File: config.mk
export PLATFORM = sky130hd
export DESIGN_NAME = cpu_status_bank_select
export DESIGN_NICKNAME = d
export VERILOG_FILES = /design/src/shared/cpu_status_pkg.sv /design/src/hdl/cpu_flag_adder.sv /design/src/hdl/cpu_status_bank_select.sv
export VERILOG_INCLUDE_DIRS = /design/src /design/src/shared
export SDC_FILE = /design/constraint.sdc
export NUM_CORES = 1
export LEC_CHECK = 0
export BUFFER_PORTS_ARGS = -buffer_cell sky130_fd_sc_hd__buf_2
export CAP_MARGIN = 20
export CORE_ASPECT_RATIO = 0.6
export CORE_MARGIN = 2
export CORE_UTILIZATION = 51
export CTS_BUF_LIST = sky130_fd_sc_hd__clkbuf_8 sky130_fd_sc_hd__clkbuf_16
export DETAILED_ROUTE_END_ITERATION = 8
export PLACE_DENSITY = 0.88
export SLEW_MARGIN = 20
export SYNTH_ARGS = -nofsm -noshare
export SYNTH_HDL_FRONTEND = slang
export SYNTH_HIERARCHICAL = 1
export SYNTH_SLANG_ARGS = --single-unit
export TNS_END_PERCENT = 10
File: constraint.sdc
create_clock -name core_clk_in -period 1.12 [get_ports core_clk_in]
set_input_delay 0.112 -clock core_clk_in [delete_from_list [all_inputs] [get_ports core_clk_in]]
set_output_delay 0.112 -clock core_clk_in [all_outputs]
set_load 0.005 [all_outputs]
File: src/shared/cpu_status_regs.svh
/*
 Offsets, field positions, reset values and bank geometry of the core
 status register and its companion high program-counter holding latch.
 Assumes inclusion by bare name from the two design files.
*/
`ifndef CPU_STATUS_REGS_SVH
`define CPU_STATUS_REGS_SVH

// ==========================================================
// Register offsets (low seven bits, shared in every bank)
`define STATUS_OFFSET 7'h03
`define PCHI_OFFSET 7'h0a
// ==========================================================
// Field positions
`define BIT_CARRY 3'h0
`define BIT_DCARRY 3'h1
`define BIT_ZERO 3'h2
`define BIT_PDOWN 3'h3
`define BIT_TOUT 3'h4
`define BIT_RP_LO 3'h5
`define BIT_RP_HI 3'h6
`define BIT_IRP 3'h7
// ==========================================================
// Reset values: bank selects 0, flags per power-up, arithmetic flags 0
`define STATUS_RESET 8'h18
`define PCHI_RESET 5'h00
// ==========================================================
// Geometry
`define BANK_OFFSET_BITS 7
`define NIBBLE_MSB 3

`endif

File: src/shared/cpu_status_pkg.sv
/*
 Types for the core status register block.
 Assumes the datapath presents one destination write per cycle.
*/
package cpu_status_pkg;

	typedef struct packed {
		logic indirect_bank_select;
		logic [1:0] direct_bank_select;
		logic timeout_flag;
		logic powerdown_flag;
		logic zero_flag;
		logic digit_carry_flag;
		logic carry_flag;
	} status_t;

	typedef enum logic [3:0] {
		ALU_PASS = 4'h1,
		ALU_ADD = 4'h2,
		ALU_SUB = 4'h4,
		ALU_LOGIC = 4'h8
	} alu_op_t;

	typedef struct packed {
		logic valid;
		logic indirect;
		logic [6:0] offset;
		logic [7:0] data;
	} file_write_t;

endpackage

File: src/hdl/cpu_flag_adder.sv
/*
 Eight-bit flag-producing adder/subtractor.
 Assumes operands are stable within the cycle; purely combinational.
*/
`timescale 1ns/100ps
`default_nettype none
`include "cpu_status_regs.svh"

module cpu_flag_adder #(
	parameter int WIDTH = 8
) (
	input wire logic [WIDTH-1:0] a_in, // First operand
	input wire logic [WIDTH-1:0] b_in, // Second operand
	input wire logic sub_in, // High: a minus b
	output logic [WIDTH-1:0] sum_out, // Result
	output logic carry_out, // Carry out of msb, inverted borrow on sub
	output logic dcarry_out // Carry out of bit 3
);
	logic [WIDTH-1:0] b_eff;
	logic [WIDTH:0] full;
	logic [`NIBBLE_MSB+1:0] low;

	if (WIDTH < `NIBBLE_MSB + 2) begin : g_bad_width
		$error("cpu_flag_adder: WIDTH too small");
	end

	// Subtract adds two's complement, so carries read as not-borrow
	assign b_eff = sub_in ? ~b_in : b_in; // RULE_08
	assign full = {1'b0, a_in} + {1'b0, b_eff} + {{WIDTH{1'b0}}, sub_in};
	assign low = {1'b0, a_in[`NIBBLE_MSB:0]} + {1'b0, b_eff[`NIBBLE_MSB:0]}
		+ {{(`NIBBLE_MSB+1){1'b0}}, sub_in};
	assign sum_out = full[WIDTH-1:0];
	assign carry_out = full[WIDTH]; // RULE_07
	assign dcarry_out = low[`NIBBLE_MSB+1]; // RULE_14
endmodule
`default_nettype wire

File: src/hdl/cpu_status_bank_select.sv
/*
 Core status register with bank selects, reset-cause flags, arithmetic
 flags, high program-counter holding latch and bank address formation.
 Assumes the execution datapath drives one file write, one flag update
 and the sleep/watchdog events per cycle, synchronous to core_clk_in.
*/
//
// Overview of operation
// [RULE_01] Upper counter bits reached only through a latch copied on jumps.
// [RULE_02] Status and latch decode at the same offset in every bank.
// [RULE_03] Status accepts writes from any instruction as a destination.
// [RULE_04] Flag-updating instruction writing status: flags win over data.
// [RULE_05] Timeout and power-down flags ignore software writes.
// [RULE_06] Software should alter status with bit, swap or move instructions.
// [RULE_07] Subtract carries mean not-borrow.
// [RULE_08] Subtract adds the two's complement of the second operand.
// [RULE_09] Indirect bank bit selects 000h-0FFh or 100h-1FFh.
// [RULE_10] Two direct bank bits choose banks 0 to 3.
// [RULE_11] Banks are 128 bytes; bank bits sit above the 7-bit offset.
// [RULE_12] Power-down clears on sleep, sets on power-up or watchdog clear.
// [RULE_13] Timeout sets on power-up, watchdog clear, sleep; clears on timeout.
// [RULE_14] Zero on zero result; digit carry from bit 3; carry from msb.
`timescale 1ns/100ps
`default_nettype none
`include "cpu_status_regs.svh"

module cpu_status_bank_select #(
	parameter int DATA_W = 8,
	parameter int PCHI_W = 5
) (
	input wire logic core_clk_in, // Core clock, 250 MHz
	input wire logic rst_b_in, // Power-on reset, async, active low
	input var cpu_status_pkg::file_write_t wr_in, // Destination write
	input wire logic [6:0] rd_offset_in, // Direct read offset
	input wire logic [7:0] fsr_in, // Indirect pointer
	input var cpu_status_pkg::alu_op_t alu_op_in, // Operation class
	input wire logic [7:0] alu_a_in, // ALU first operand
	input wire logic [7:0] alu_b_in, // ALU second operand
	input wire logic flag_update_in, // Instruction updates Z/DC/C
	input wire logic flag_z_only_in, // Instruction touches Z only
	input wire logic sleep_in, // Sleep instruction executes
	input wire logic wdt_clear_in, // Watchdog-clear instruction
	input wire logic wdt_timeout_in, // Watchdog time-out event
	input wire logic pc_load_in, // Jump: copy latch into high pc
	output cpu_status_pkg::status_t status_out, // Status register
	output logic [7:0] rd_data_out, // Read data of shared registers
	output logic [7:0] alu_result_out, // Registered ALU result
	output logic [8:0] direct_addr_out, // Direct data address
	output logic [8:0] indirect_addr_out, // Indirect data address
	output logic [PCHI_W-1:0] pc_high_out // Upper program-counter bits
);
	// ==========================================================
	// Parameter checks
	if (DATA_W != 8) begin : g_bad_data_w
		$error("cpu_status_bank_select: DATA_W must be 8");
	end
	if (PCHI_W != 5) begin : g_bad_pchi_w
		$error("cpu_status_bank_select: PCHI_W must be 5");
	end

	localparam logic [7:0] STATUS_RST = `STATUS_RESET;

	// ==========================================================
	// Arithmetic
	logic [7:0] sum;
	logic carry;
	logic dcarry;
	logic [7:0] next_result;
	logic next_z;

	cpu_flag_adder #(.WIDTH(8)) u_adder (
		.a_in(alu_a_in),
		.b_in(alu_b_in),
		.sub_in(alu_op_in == cpu_status_pkg::ALU_SUB),
		.sum_out(sum),
		.carry_out(carry),
		.dcarry_out(dcarry)
	);

	always_comb begin
		case (alu_op_in)
			cpu_status_pkg::ALU_ADD: next_result = sum;
			cpu_status_pkg::ALU_SUB: next_result = sum; // RULE_08
			cpu_status_pkg::ALU_LOGIC: next_result = alu_a_in & alu_b_in;
			default: next_result = alu_a_in;
		endcase
	end
	assign next_z = (next_result == 8'h00); // RULE_14

	always_ff @(posedge core_clk_in or negedge rst_b_in) begin
		if (!rst_b_in)
			alu_result_out <= 8'h00;
		else
			alu_result_out <= next_result;
	end

	// ==========================================================
	// Register decode, shared in every bank
	logic [6:0] wr_off;
	logic hit_status;
	logic hit_pchi;
	assign wr_off = wr_in.indirect ? fsr_in[6:0] : wr_in.offset;
	assign hit_status = wr_in.valid && wr_off == `STATUS_OFFSET; // RULE_02
	assign hit_pchi = wr_in.valid && wr_off == `PCHI_OFFSET; // RULE_02

	// ==========================================================
	// Status register
	cpu_status_pkg::status_t st;
	assign status_out = st;

	// Bank selects: plain file-register bits
	always_ff @(posedge core_clk_in or negedge rst_b_in) begin
		if (!rst_b_in) begin
			st.indirect_bank_select <= STATUS_RST[`BIT_IRP];
			st.direct_bank_select <= STATUS_RST[`BIT_RP_HI:`BIT_RP_LO];
		end else if (hit_status) begin
			st.indirect_bank_select <= wr_in.data[`BIT_IRP]; // RULE_03
			st.direct_bank_select <=
				wr_in.data[`BIT_RP_HI:`BIT_RP_LO]; // RULE_03
		end
	end

	// Reset-cause flags never take written data
	always_ff @(posedge core_clk_in or negedge rst_b_in) begin
		if (!rst_b_in) begin
			st.timeout_flag <= STATUS_RST[`BIT_TOUT]; // RULE_13
			st.powerdown_flag <= STATUS_RST[`BIT_PDOWN]; // RULE_12
		end else begin // RULE_05
			if (wdt_timeout_in)
				st.timeout_flag <= 1'h0; // RULE_13
			else if (wdt_clear_in || sleep_in)
				st.timeout_flag <= 1'h1; // RULE_13
			if (sleep_in)
				st.powerdown_flag <= 1'h0; // RULE_12
			else if (wdt_clear_in)
				st.powerdown_flag <= 1'h1; // RULE_12
		end
	end

	// Flag logic takes precedence over a data write to the same bits
	always_ff @(posedge core_clk_in or negedge rst_b_in) begin
		if (!rst_b_in) begin
			st.zero_flag <= STATUS_RST[`BIT_ZERO];
			st.digit_carry_flag <= STATUS_RST[`BIT_DCARRY];
			st.carry_flag <= STATUS_RST[`BIT_CARRY];
		end else if (flag_update_in) begin
			// Data never reaches Z, DC or C here, even for a zero-only op
			st.zero_flag <= next_z; // RULE_04
			if (!flag_z_only_in) begin
				st.digit_carry_flag <= dcarry; // RULE_07
				st.carry_flag <= carry; // RULE_07
			end
		end else if (hit_status) begin
			st.zero_flag <= wr_in.data[`BIT_ZERO]; // RULE_03
			st.digit_carry_flag <= wr_in.data[`BIT_DCARRY]; // RULE_03
			st.carry_flag <= wr_in.data[`BIT_CARRY]; // RULE_03
		end
	end

	// ==========================================================
	// High program-counter latch
	logic [PCHI_W-1:0] pc_high_latch;
	always_ff @(posedge core_clk_in or negedge rst_b_in) begin
		if (!rst_b_in)
			pc_high_latch <= `PCHI_RESET;
		else if (hit_pchi)
			pc_high_latch <= wr_in.data[PCHI_W-1:0]; // RULE_01
	end

	always_ff @(posedge core_clk_in or negedge rst_b_in) begin
		if (!rst_b_in)
			pc_high_out <= `PCHI_RESET;
		else if (pc_load_in)
			pc_high_out <= pc_high_latch; // RULE_01
	end

	// ==========================================================
	// Read data and address formation
	always_ff @(posedge core_clk_in or negedge rst_b_in) begin
		if (!rst_b_in)
			rd_data_out <= 8'h00;
		else if (rd_offset_in == `STATUS_OFFSET)
			rd_data_out <= st; // RULE_02
		else if (rd_offset_in == `PCHI_OFFSET)
			rd_data_out <= {3'h0, pc_high_latch};
		else
			rd_data_out <= 8'h00;
	end

	// Addresses use the value stored before this edge
	always_ff @(posedge core_clk_in or negedge rst_b_in) begin
		if (!rst_b_in) begin
			direct_addr_out <= 9'h000;
			indirect_addr_out <= 9'h000;
		end else begin
			direct_addr_out <= {st.direct_bank_select,
				rd_offset_in}; // RULE_10 RULE_11
			indirect_addr_out <= {st.indirect_bank_select,
				fsr_in}; // RULE_09
		end
	end

	// ==========================================================
	// Assertions
	a_sw_no_tout: assert property (@(posedge core_clk_in)
		disable iff (!rst_b_in)
		hit_status && !wdt_timeout_in && !wdt_clear_in && !sleep_in
		|=> $stable(st.timeout_flag) && $stable(st.powerdown_flag))
		else $error("reset-cause flag changed by write"); // RULE_05
	a_flag_wins: assert property (@(posedge core_clk_in)
		disable iff (!rst_b_in)
		hit_status && flag_update_in && !flag_z_only_in
		|=> st.carry_flag == $past(carry) && st.zero_flag == $past(next_z)
		&& st.digit_carry_flag == $past(dcarry))
		else $error("data write overrode flags"); // RULE_04
	a_zonly_hold: assert property (@(posedge core_clk_in)
		disable iff (!rst_b_in)
		flag_update_in && flag_z_only_in
		|=> $stable(st.digit_carry_flag) && $stable(st.carry_flag))
		else $error("zero-only op changed carries"); // RULE_04
	a_zero_result: assert property (@(posedge core_clk_in)
		disable iff (!rst_b_in)
		flag_update_in |=> st.zero_flag == (alu_result_out == 8'h00))
		else $error("zero flag disagrees with result"); // RULE_14
	a_bank_write: assert property (@(posedge core_clk_in)
		disable iff (!rst_b_in)
		hit_status |=> st.direct_bank_select
		== $past(wr_in.data[`BIT_RP_HI:`BIT_RP_LO]))
		else $error("bank select not written"); // RULE_03
	a_sleep_pd: assert property (@(posedge core_clk_in)
		disable iff (!rst_b_in)
		sleep_in |=> !st.powerdown_flag)
		else $error("sleep left power-down set"); // RULE_12
	a_timeout_clr: assert property (@(posedge core_clk_in)
		disable iff (!rst_b_in)
		wdt_timeout_in |=> !st.timeout_flag)
		else $error("timeout did not clear flag"); // RULE_13
	a_sub_borrow: assert property (@(posedge core_clk_in)
		disable iff (!rst_b_in)
		flag_update_in && !flag_z_only_in
		&& alu_op_in == cpu_status_pkg::ALU_SUB
		|=> st.carry_flag == ($past(alu_a_in) >= $past(alu_b_in)))
		else $error("subtract carry not inverted borrow"); // RULE_07
	a_direct_addr: assert property (@(posedge core_clk_in)
		disable iff (!rst_b_in)
		##1 direct_addr_out[8:7] == $past(st.direct_bank_select))
		else $error("direct bank bits wrong"); // RULE_10
	a_indirect_addr: assert property (@(posedge core_clk_in)
		disable iff (!rst_b_in)
		##1 indirect_addr_out[8] == $past(st.indirect_bank_select))
		else $error("indirect bank bit wrong"); // RULE_09
	a_pc_copy: assert property (@(posedge core_clk_in)
		disable iff (!rst_b_in)
		hit_pchi ##1 pc_load_in && !hit_pchi |=> pc_high_out == $past(
		wr_in.data[PCHI_W-1:0], 2))
		else $error("latch not copied to pc"); // RULE_01
	c_sleep: cover property (@(posedge core_clk_in) sleep_in);
	c_status_wr: cover property (@(posedge core_clk_in)
		hit_status && flag_update_in);
	c_sub: cover property (@(posedge core_clk_in)
		alu_op_in == cpu_status_pkg::ALU_SUB && flag_update_in);
	c_jump: cover property (@(posedge core_clk_in) hit_pchi ##1 pc_load_in);
endmodule
`default_nettype wire

# [Yosys cells after proc, flatten, opt, wreduce, memory -nomap -nowiden]
# Index checks and enable logic that the tools add are counted.
[classes] addsub=4 mul=0 n_div=0 n_lt_le_gt_ge=0 n_eq_ne=8 shift=0 n_mux=12 n_bitwise=2 reduce_logical=9
[ops] cell="$mux 8" count=2
[ops] cell="$pmux 8 s2" count=1
[ops] cell="$eq 7x2->1 const B" count=2
[ops] cell="$eq 7x4->1 const B" count=2
[ops] cell="$add 8x8->9" count=1
[ops] cell="$add 9x1->9" count=1
[ops] cell="$and 8x8->8" count=1
[ops] cell="$logic_not 8->1" count=1
[ops] cell="$not 8->8" count=1
[ops] cell="$mux 7" count=1
[ops] cell="$mux 3" count=2
[ops] cell="$reduce_bool 2->1" count=3
[ops] cell="$add 4x4->5" count=1
[ops] cell="$add 5x1->5" count=1
[ops] cell="$mux 5" count=1
[ops] cell="$eq 4x2->1 const B" count=1
[ops] cell="$eq 4x3->1 const B" count=1
[ops] cell="$eq 4x4->1 const B" count=1
[ops] cell="$mux 1" count=4
[ops] cell="$logic_and 1x1->1" count=2
[ops] cell="$mux 2" count=1
[ops] cell="$ne 2x2->1 const B" count=1
[ops] cell="$reduce_and 2->1" count=1
[ops] cell="$reduce_or 2->1" count=1
[ops] cell="$logic_or 1x1->1" count=1
[word_totals] reg_bits=52 latch_bits=0 ram_bits=0 mem_bits_ro=0 input_bits=60 output_inout_bits=47 word_cells=48 mem_count=0

# [Depth between registers and ports, before layout]
# Gate-level depths: netlist (run 1).
[logic_depth] ltp_word=7 ltp_mapped=15 depth_no_buf=13

# [Hierarchy]
# Netlist (run 1), hierarchy kept.
[modules_own_cells] mod="cpu_status_bank_select" instances=1 cells_each=163 area_each_um2=2072.0 seq_area_each_um2=1303.8
[modules_own_cells] mod="cpu_flag_adder" instances=1 cells_each=48 area_each_um2=404.1 seq_area_each_um2=0.0

# [Worst setup path before layout (run 1)]
# Ideal clock, no wire load.
[synth_path] path_type="input port to flip-flop" start="in alu_op_in[3]" end="reg st (netlist bit status_out[2])" setup_ns=0.101 arrival_time_ns=2.933 required_time_ns=1.019 slack_ns=-1.914 stages=15 path_buffers=2 path_cell_list="buf_2 -> nand2b_1 -> nor3_1 -> buf_6 -> xor2_1 -> inv_1 -> fa_1 -> nor2b_1 -> o31a_1 -> o31a_1 -> a31oi_1 -> a32oi_1 -> o21ai_0 -> or4_1 -> o32ai_1"
[synth_between] elab_chain_cells=7 word_cells_on_any_way=10 classes_between="2 x add/sub; 3 x eq/ne; 3 x mux; 2 x reduce/logical"
[synth_rtl] item="from (decl)" line="cpu_status_bank_select.sv:36" source="input var cpu_status_pkg::alu_op_t alu_op_in,"
[synth_rtl] item="$eq 4x3->1 *" line="cpu_status_bank_select.sv:74" source=".sub_in(alu_op_in == cpu_status_pkg::ALU_SUB),"
[synth_rtl] item="$mux 8" line="cpu_flag_adder.sv:28" source="assign b_eff = sub_in ? ~b_in : b_in;"
[synth_rtl] item="$add 8x8->9" line="cpu_flag_adder.sv:29" source="assign full = {1'b0, a_in} + {1'b0, b_eff} + {{WIDTH{1'b0}}, sub_in};"
[synth_rtl] item="$add 9x1->9 *" line="cpu_flag_adder.sv:29"
[synth_rtl] item="net sum[6]" line="cpu_status_bank_select.sv:65" source="logic [7:0] sum;"
[synth_rtl] item="$pmux 8 s2 *" line="cpu_status_bank_select.sv:81" source="case (alu_op_in)"
[synth_rtl] item="net next_result[6]" line="cpu_status_bank_select.sv:68" source="logic [7:0] next_result;"
[synth_rtl] item="$logic_not 8->1 *" line="cpu_status_bank_select.sv:88" source="assign next_z = (next_result == 8'h00);"
[synth_rtl] item="$mux 3 *" line="cpu_status_bank_select.sv:146" source="end else if (flag_update_in) begin"
[synth_rtl] item="to (decl)" line="cpu_status_bank_select.sv:108" source="cpu_status_pkg::status_t st;"
# Mark *: on every way through the listed nets, which the timed path passes. The rest lies on a longest branch.
# A chain may end at the register's enable or synchronous reset.

# [Final worst setup path (run 1)]
# Same ends and word-level chain as after synthesis.

==> impl_metrics.yaml, run 1 <==
outcome:
  run_status: "finished, violations left"
  failed_checks: "negative setup slack"
logic_synthesis:
  synthesis.instances: 211
  synth.top_cell.area_share_pct: 50.5
  ys_async_sr_fraction_pct: 100
  synth_sequential_area_ratio_pct: 52.7
  syn_avg_cell_area_sq_um: 11.7
  synth.largest_area_cell: "sky130_fd_sc_hd__dfrtp_1"
  synthTopCellsByArea: "sky130_fd_sc_hd__dfrtp_1 51%, sky130_fd_sc_hd__mux2_2 6.4%, sky130_fd_sc_hd__xor2_1 4.2%"
  postSynthNetCount: 279
  synthDistinctLibCells: 53
  commonest_cells_post_synth: "50 x sky130_fd_sc_hd__dfrtp_1, 14 x sky130_fd_sc_hd__mux2_2, 14 x sky130_fd_sc_hd__nor2_1"
  synthMostInstantiatedCell: "sky130_fd_sc_hd__dfrtp_1"
  synth_enable_flop_cells: 0
  synth_top_flop_cell: "sky130_fd_sc_hd__dfrtp_1"
  synth.ff_latch_count: 52
  syn_warnings: 6
  synthesis.area_sq_um: 2480
power:
  switching_share_pct: 27.2
  power.density_nw_per_um2: 1170
  internal-power_w: 0.00332
  power.net_switching_w: 0.00124
  leakagePower_nw: 2.03
  pwr-share-clk_pct: 28.0
  worst_ir_drop_vdd_mv: 0.791
  relative_contribution_of_sequential_cells_to_total_power_pct: 45.7
  power_frac_comb_pct: 26.2
drt:
  avgViaCountPerCell: 5.53
  detail_route.iter0.violations: 197
  via_count: 2493
  finalWirelength_microns: 8160
  drt.antenna.violating_nets: 0
  drt_pre_antenna_iters: 4
  drc: 0
  routedWlPerCell_microns: 18.1
critical_path:
  rr_startpoint: "status_out[2]$_DFFE_PN0P_"
  worst_setup_path_startpoint: "alu_op_in[3]"
  timing_worst_setup_path_type: "input port to flop"
  worstPathRequired_ns: 1.33
  critPathMaxStageDelay_ns: 0.42
  wp_data_arrival_ns: 2.81
  cp_common_cell: "sky130_fd_sc_hd__buf_6"
  crit_slowest_cell: "sky130_fd_sc_hd__or4_1"
  critical_path.endpoint_type: "flop"
  path_delay_family: "compound AO/OA/AOI/OAI gates"
  worst_setup_path_start_kind: "input port"
  timing.critical_path.fanout_max: 5
  cp_num_buf_inv: 2
  cp_cell_instances: "buf_6 -> nand2b_4 -> nor3_4 -> buf_6 -> xor2_1 -> ha_1 -> a21oi_2 -> o21ai_4 -> a221oi_2 -> xnor2_1 -> a32oi_1 -> o21ai_1 -> or4_1 -> o32ai_2"
floorplan:
  floorplan.initialDensity_pct: 53.7
  core_region_area_sq_um: 4610
  io_pins: 107
  placementRows: 19
  die_width_microns: 94.0
  fp.dieH_microns: 58.0
  die_area_sq_um: 5450
grt:
  first_global_vias: 2518
  globalRoute.totalOverflow: 0
  first_pass_grt_wire_length_microns: 12000
  grt.met2_usage_pct: 48.6
  grt-busiest-layer: "met2"
  antenna_found_initial: 0
  groute.usage.overall_pct: 29.4
  largest_net_degree_at_the_start_of_global_routing: 53
  met1_usage_pct: 38.2
  groute.layer.met3.usage_pct: 6.50
cells_and_area:
  seqCellArea_sq_um: 1300
  antenna_cells: 0
  num-nets-final: 455
  stdcell_area_sq_um: 3910
  multi_input_area_sq_um: 1230
  syn_to_final_growth_pct: 57.8
  drive_above_1_share_pct: 56.4
  nFillCells: 237
sta:
  hold_slack_ns: 0.0268
  fmaxAchievable_mhz: 386
  timing_worst_slew_pin_value_ns: 0.686
  report.final.setup_viol: 19
  finalMaxSlewViolations: 0
  maxSlewHeadroom_pct: 54.2
  fin_ws_ns: -1.47
  layout_worst_path_cycle_share_pct: 231
  finalClockSkew_ns: 0.0111
  hold_viol_final: 0
  final_period_minus_worst_setup_slack_ns: 2.59
  setup_repair_after_global_routing_missed_its_margin: "yes"
placement:
  placed_area_sq_um: 3420
  worst_slack_at_placement_ns: -1.85
  weighted_congestion_at_the_end_of_routability_driven_global_placement: 0.915
  port_buffers: 106
  hpwlAfterDp_microns: 5490
hold_path:
  timing.hold.worst.class: "input port to flop"
  min-delay-start: "wr_in[7]"
clock_network:
  clk-insertion-delay-late_ns: 0.31
  cts_tree: "built"
  numCtsBuffers: 5
  cts.path.max_buffers: 2
  cts.clk_slew.worst_paths_ns: 0.10
  htree_levels: 2
  clk_root_buffer_cell: "sky130_fd_sc_hd__clkbuf_8"
  cts.sinks: 52
run:
  max_cap_viol_count: 0
==> path summary, 6_finish.rpt <==
check	to	slack, ns	cells after the start
worst max-delay path	status_out[2]$_DFFE_PN0P_	-1.47	14
worst max register to register	status_out[2]$_DFFE_PN0P_	0.22	2
worst min register to register	indirect_addr_out[8]$_DFF_PN0_	0.45	0
max in group asynchronous	status_out[3]$_DFFE_PN1P_	0.51	3
min in group asynchronous	direct_addr_out[0]$_DFF_PN0_	0.31	3
worst min-delay path	status_out[7]$_DFFE_PN0P_	0.03	2
==> final cells by class <==
class | count | share of cell area, %
Sequential cell | 52 | 33.4
Timing Repair Buffer | 177 | 29.5
Tap cell | 63 | 2.02
Multi-Input combinational cell | 142 | 31.4
Clock buffer | 5 | 1.76
Inverter | 9 | 0.865
Clock inverter | 3 | 1.09
==> sequential cells by signal, indices dropped and copies added (netlist names) <==
| signal | cells |
|---|---|
| alu_result_out | 8 |
| direct_addr_out | 9 |
| indirect_addr_out | 9 |
| pc_high_latch | 5 |
| pc_high_out | 5 |
| rd_data_out | 8 |
| status_out | 8 |
==> worst register-to-register path, cell delays in order, from the launching register on <==
cell                      delay, ns
sky130_fd_sc_hd__dfrtp_1       0.43
sky130_fd_sc_hd__mux2i_1       0.23
sky130_fd_sc_hd__o32ai_2       0.12
==> power groups by stage <==
stage | Combinational [W] | Clock (W) | Sequential [W]
final | 0.00120 | 0.00128 | 0.00209
after global routing | 0.00128 | 0.00137 | 0.00210
after CTS | 0.00113 | 0.00127 | 0.00208
after detailed placement | 0.000985 | 0 | 0.00211
after global placement | 0.000944 | 0 | 0.00211
after floorplan | 0.000411 | 0 | 0.00212
==> logic make-up (layout without fill, tap and decap cells) <==
group,after synthesis,count (layout),synth area share [%]
and+or+nand+nor,62,62,14.5
DFF,52,52,52.7
AOI/OAI and AO/OA,41,41,12.6
buffers and inverters,17,194,3.33
muxes,16,16,7.33
xor gates and xnor gates,15,15,5.31
adders and majority gates,8,8,4.35
==> routing by layer <==
metal	vias up	part of all wire [%]	routed length, microns
met5	-	0	0
met4	0	3.4	278
met3	31	8.2	672
met2	144	47	3820
met1	1202	42	3390
li1	1116	-	-
==> placed cells by master (no fill, tap or decap), drive strengths merged, types with 6 or more instances in the layout <==
cell	n
and3	6
dlygate4sd3	16
ha	7
dfrtp	50
inv	11
o21ai	7
nor2	14
buf	161
nand2	10
a21oi	8
xor2	12
mux2	14
==> stage by stage <==
stage | utilization [%] | TNS, ns | power, W | instances
floorplan | - | -13.42 | 0.00253 | 211
global placement | 74.3 | -17.04 | 0.00305 | 420
detailed placement | 74.3 | -18.28 | 0.00310 | 420
CTS | 83.7 | -10.61 | 0.00449 | 450
global route | 84.7 | -11.94 | 0.00474 | 451
finish | 84.7 | -10.86 | 0.00456 | 451
==> timing repair <==
| action | CTS | global route |
|---|---|---|
| setup buffers | 6 | 1 |
| resized for setup | 29 | 8 |
| hold endpoints to repair | 65 | 0 |
| pin swaps | 32 | 4 |
| endpoints found under the setup margin | 19 | 19 |
| hold buffers | 16 | 0 |
Power figures use the tool's default switching activity.
==> inputs of run 2 (changes only) <==
Settings changed: PLACE_DENSITY 0.88 to 0.85.
==> impl_metrics.yaml, run 2 (same netlist as run 1, synthesis figures left out) <==
drt:
  routedWlPerCell_microns: 16.8
  drc: 0
  detail_route.iter0.violations: 147
  drt.antenna.violating_nets: 0
  via_count: 2438
  avgViaCountPerCell: 5.30
  drt_pre_antenna_iters: 4
  finalWirelength_microns: 7740
cells_and_area:
  syn_to_final_growth_pct: 60.9
  antenna_cells: 0
  reg.largest.list: "direct_addr_out: 9 flops, indirect_addr_out: 9 flops"
  nFillCells: 225
  final_common_cell: "sky130_fd_sc_hd__buf_2"
  num-nets-final: 464
  drive_above_1_share_pct: 57.4
  layout.cells.most_common_list: "105 x sky130_fd_sc_hd__buf_2, 58 x sky130_fd_sc_hd__buf_4, 50 x sky130_fd_sc_hd__dfrtp_1"
  stdcell_area_sq_um: 3980
clock_network:
  cts_tree: "built"
  clk_root_buffer_cell: "sky130_fd_sc_hd__clkbuf_8"
  cts.path.max_buffers: 2
  cts.clk_slew.worst_paths_ns: 0.10
  cts.sinks: 52
  numCtsBuffers: 5
  htree_levels: 2
  clk-insertion-delay-late_ns: 0.30
grt:
  groute.layer.met3.usage_pct: 7.15
  grt-busiest-layer: "met2"
  met1_usage_pct: 38.4
  first_pass_grt_wire_length_microns: 12100
  largest_net_degree_at_the_start_of_global_routing: 18
  groute.usage.overall_pct: 29.3
  first_global_vias: 2518
  antenna_found_initial: 0
  globalRoute.totalOverflow: 0
  grt.met2_usage_pct: 49.8
placement:
  weighted_congestion_at_the_end_of_routability_driven_global_placement: 0.871
  placed_area_sq_um: 3370
  port_buffers: 106
  hpwlAfterDp_microns: 5490
power:
  relative_contribution_of_sequential_cells_to_total_power_pct: 45.0
  internal-power_w: 0.00338
  switching_share_pct: 27.0
  pwr-share-clk_pct: 28.1
  worst_ir_drop_vdd_mv: 0.930
  power.net_switching_w: 0.00125
  power.density_nw_per_um2: 1160
  power_frac_comb_pct: 27.0
  power_w: 0.00463
  leakagePower_nw: 2.06
sta:
  final_period_minus_worst_setup_slack_ns: 2.64
  timing_worst_slew_pin_value_ns: 0.556
  fmaxAchievable_mhz: 379
  setup_repair_after_global_routing_missed_its_margin: "yes"
  layout_worst_path_cycle_share_pct: 235
  report.final.setup_viol: 19
  finalClockSkew_ns: 0.0110
  maxSlewHeadroom_pct: 62.9
  finalMaxSlewViolations: 0
  fin_ws_ns: -1.52
  hold_viol_final: 0
critical_path:
  crit_slowest_cell: "sky130_fd_sc_hd__or4_4"
  path_delay_family: "simple AND/OR/NAND/NOR gates"
  setup.reg_to_reg.worst_slack_ns: 0.26
  timing.critical_path.fanout_max: 5
  timing_worst_setup_path_type: "input port to flop"
  critPathMaxStageDelay_ns: 0.50
  cp_cell_instances: "buf_6 -> nand2b_4 -> nor3_2 -> buf_4 -> buf_4 -> xor2_1 -> ha_1 -> nor2_2 -> nor2_2 -> a221oi_2 -> xnor2_1 -> a32oi_1 -> o21ai_1 -> or4_4 -> o32ai_2"
  cp_num_buf_inv: 3
  worstPathRequired_ns: 1.33
  critical_path.endpoint_type: "flop"
  wp_data_arrival_ns: 2.85
  worst_setup_path_start_kind: "input port"
floorplan:
  die_width_microns: 94.0
  placementRows: 19
  fp.dieH_microns: 58.0
  core_region_area_sq_um: 4610
  io_pins: 107
  floorplan.initialDensity_pct: 53.7
  die_area_sq_um: 5450
outcome:
  run_status: "finished, violations left"
  failed_checks: "negative setup slack"
run:
  max_cap_viol_count: 0
hold_path:
  timing.hold.worst.class: "input port to flop"
==> run 2: stage by stage <==
step	worst slack (ns)	setup TNS (ns)	hold slack (ns)	std cells	util (%)
floorplan	-1.65	-13.42	-0.184	211	-
global placement	-1.72	-16.68	0.0305	414	73.0
detailed placement	-1.84	-18.15	0.0350	414	73.0
CTS	-1.46	-11.25	0.0409	457	83.9
global route	-1.64	-13.62	0.0282	460	86.4
finish	-1.52	-12.48	0.0456	460	86.4
==> run 2: worst reg2reg max path, cell delays in order (launching register included) <==
cell and delay [ns]:
sky130_fd_sc_hd__dfrtp_1 0.44, sky130_fd_sc_hd__mux2i_1 0.20, sky130_fd_sc_hd__o32ai_2 0.11
==> run 2: cell type report <==
type / count / area (sq um) / area share [%]
clock buffer: 5 / 68.8 / 1.73
inverter: 9 / 33.8 / 0.848
multi-input combinational: 142 / 1250 / 31.5
sequential: 52 / 1300 / 32.7
timing repair buffer: 186 / 1200 / 30.1
clock inverter: 3 / 46.3 / 1.16
tap: 63 / 78.8 / 1.98
==> run 2: path summary, 6_finish.rpt <==
check | startpoint | to | depth (start not counted)
setup / recovery | alu_op_in[3] | status_out[2]$_DFFE_PN0P_ | 15
setup reg to reg | status_out[2]$_DFFE_PN0P_ | status_out[2]$_DFFE_PN0P_ | 2
min in group asynchronous | rst_b_in | rd_data_out[1]$_DFF_PN0_ | 2
hold reg to reg | status_out[5]$_DFFE_PN0P_ | direct_addr_out[7]$_DFF_PN0_ | 0
max in group asynchronous | rst_b_in | direct_addr_out[2]$_DFF_PN0_ | 3
hold / removal | wr_in[4] | pc_high_latch[4]$_DFFE_PN0P_ | 2
==> run 2: routing by layer <==
metal	vias up	share of wire [%]
met1	1171	43
met4	0	1.9
met2	113	48
li1	1134	-
met5	-	0
met3	20	7.5
==> run 2: repair_timing <==
item / CTS / global route
cloned: 0 / 0
setup buffers: 17 / 4
pin swaps: 16 / 24
setup endpoints to repair: 19 / 19
hold endpoints to repair: 27 / 0
hold buffers: 18 / 0
gates resized for setup: 19 / 16
==> run 2: power by group through the flow <==
stage | clock network [W] | logic (W) | registers, W
final | 0.00130 | 0.00125 | 0.00208
after global routing | 0.00139 | 0.00135 | 0.00209
after CTS | 0.00129 | 0.00114 | 0.00208
after detailed placement | 0 | 0.000954 | 0.00211
after global placement | 0 | 0.000921 | 0.00211
after floorplan | 0 | 0.000411 | 0.00212
==> inputs of run 3 (changes only) <==
Settings changed: CORE_UTILIZATION 51 to 45, PLACE_DENSITY 0.85 to 0.76.
==> impl_metrics.yaml, run 3 (same netlist as run 1, synthesis figures left out) <==
drt:
  drt_pre_antenna_iters: 4
  drc: 0
  finalWirelength_microns: 7050
  drt.antenna.violating_nets: 0
  detail_route.iter0.violations: 113
  routedWlPerCell_microns: 15.6
  via_count: 2313
  avgViaCountPerCell: 5.11
critical_path:
  worst_setup_path_startpoint: "alu_op_in[3]"
  path_delay_family: "compound AO/OA/AOI/OAI gates"
  critPathMaxStageDelay_ns: 0.42
  cp_num_buf_inv: 3
  rr_startpoint: "status_out[2]$_DFFE_PN0P_"
  timing_worst_setup_path_type: "input port to flop"
  wp_data_arrival_ns: 2.77
  worstSetupPathDepth: 15
  crit_slowest_cell: "sky130_fd_sc_hd__or4_1"
  timing.critical_path.fanout_max: 5
  worstPathRequired_ns: 1.33
  critical_path.endpoint_type: "flop"
  worst_setup_path_start_kind: "input port"
  rr_worst_depth: 2
  cp_cell_instances: "buf_6 -> nand2b_4 -> nor3_4 -> buf_6 -> xor2_4 -> inv_2 -> fa_2 -> nor2b_4 -> o31a_1 -> o31a_1 -> a31oi_1 -> a32oi_1 -> o21ai_1 -> or4_1 -> o32ai_2"
cells_and_area:
  seqCellArea_sq_um: 1300
  reg.largest.list: "direct_addr_out: 9 flops, indirect_addr_out: 9 flops"
  nFillCells: 372
  drive_above_1_share_pct: 55.0
  syn_to_final_growth_pct: 56.6
  layout.cells.most_common_list: "104 x sky130_fd_sc_hd__buf_2, 50 x sky130_fd_sc_hd__dfrtp_1, 45 x sky130_fd_sc_hd__buf_4"
  num-nets-final: 454
  multi_input_area_sq_um: 1210
  final_common_cell: "sky130_fd_sc_hd__buf_2"
  layout.core_utilization_pct: 74.9
  antenna_cells: 0
floorplan:
  fp.dieH_microns: 61.5
  die_width_microns: 99.8
  die_area_sq_um: 6130
  core_region_area_sq_um: 5180
  io_pins: 107
  floorplan.initialDensity_pct: 47.8
  placementRows: 20
run:
  max_cap_viol_count: 0
sta:
  hold_slack_ns: 0.0351
  fin_ws_ns: -1.43
  final_period_minus_worst_setup_slack_ns: 2.55
  timing_worst_slew_pin_value_ns: 0.547
  layout_worst_path_cycle_share_pct: 228
  finalMaxSlewViolations: 0
  finalClockSkew_ns: 0.0122
  hold_viol_final: 0
  maxSlewHeadroom_pct: 63.5
  fmaxAchievable_mhz: 391
  report.final.setup_viol: 19
  setup_repair_after_global_routing_missed_its_margin: "yes"
power:
  worst_ir_drop_vdd_mv: 0.810
  power.density_nw_per_um2: 1110
  leakagePower_nw: 2.01
placement:
  worst_slack_at_placement_ns: -1.86
  hpwlAfterDp_microns: 5560
  weighted_congestion_at_the_end_of_routability_driven_global_placement: 0.925
  port_buffers: 106
grt:
  globalRoute.totalOverflow: 0
  first_pass_grt_wire_length_microns: 11000
  largest_net_degree_at_the_start_of_global_routing: 20
  first_global_vias: 2302
  groute.usage.overall_pct: 23.6
  antenna_found_initial: 0
clock_network:
  numCtsBuffers: 5
  cts_tree: "built"
  clk-insertion-delay-late_ns: 0.30
  cts.path.max_buffers: 2
  cts.clk_slew.worst_paths_ns: 0.10
  clk_root_buffer_cell: "sky130_fd_sc_hd__clkbuf_8"
  htree_levels: 2
  cts.sinks: 52
outcome:
  run_status: "finished, violations left"
  failed_checks: "negative setup slack"
hold_path:
  number_of_instances_on_the_worst_hold_path: 2
  timing.hold.worst.class: "input port to flop"
  min-delay-start: "wr_in[7]"
## run 3: routing by layer
| metal | wire length [microns] | track usage, % | part of all wire (%) | vias to the layer above |
|---|---|---|---|---|
| met4 | 15 | 3.91 | 0.21 | 0 |
| li1 | - | - | - | 1115 |
| met5 | 0 | 0 | 0 | - |
| met2 | 3160 | 39.5 | 45 | 89 |
| met3 | 568 | 5.45 | 8.1 | 2 |
| met1 | 3300 | 32.8 | 47 | 1107 |
## run 3: through the flow
step	cells	setup TNS [ns]	cell area (sq um)	total power, W
after global routing	453	-11.89	3880	0.00451
after global placement	422	-17.26	3420	0.00308
after floorplan	211	-13.42	2500	0.00253
final	453	-10.70	3880	0.00429
after CTS	452	-10.04	3830	0.00427
after detailed placement	422	-18.27	3420	0.00310
## run 3: layout make-up
| type | count | share of cell area (%) |
|---|---|---|
| timing repair buffer | 176 | 29.6 |
| multi-input combinational | 142 | 31.3 |
| tap | 66 | 2.13 |
| clock inverter | 3 | 0.677 |
| inverter | 9 | 0.871 |
| sequential | 52 | 33.6 |
| clock buffer | 5 | 1.77 |
## run 3: what timing repair did
action	4_1_cts	5_1_grt
gates resized for setup	22	10
endpoints found under the setup margin	19	19
hold endpoints to repair	67	0
hold buffers	18	0
pin swaps	28	18
buffers inserted	4	1
## run 3: path summary, 6_finish.rpt
| check | end | slack [ns] |
|---|---|---|
| worst max-delay path | status_out[2]$_DFFE_PN0P_ | -1.43 |
| max in group asynchronous | status_out[4]$_DFFE_PN1P_ | 0.41 |
| worst max register to register | status_out[2]$_DFFE_PN0P_ | 0.24 |
| worst min register to register | direct_addr_out[8]$_DFF_PN0_ | 0.43 |
| worst min-delay path | status_out[7]$_DFFE_PN0P_ | 0.04 |
| min in group asynchronous | indirect_addr_out[3]$_DFF_PN0_ | 0.20 |
## run 3: report_power, final
group / switching (W) / total, W / internal (W)
clock network: 0.000623 / 0.00108 / 0.000455
registers: 0.0000673 / 0.00208 / 0.00201
logic: 0.000513 / 0.00114 / 0.000626
total: 0.00120 / 0.00429 / 0.00309
## run 3: worst reg2reg max path, cell delays in order, from the launching register on
cell and delay, ns:
sky130_fd_sc_hd__dfrtp_1 0.44, sky130_fd_sc_hd__mux2i_1 0.22, sky130_fd_sc_hd__o32ai_2 0.11
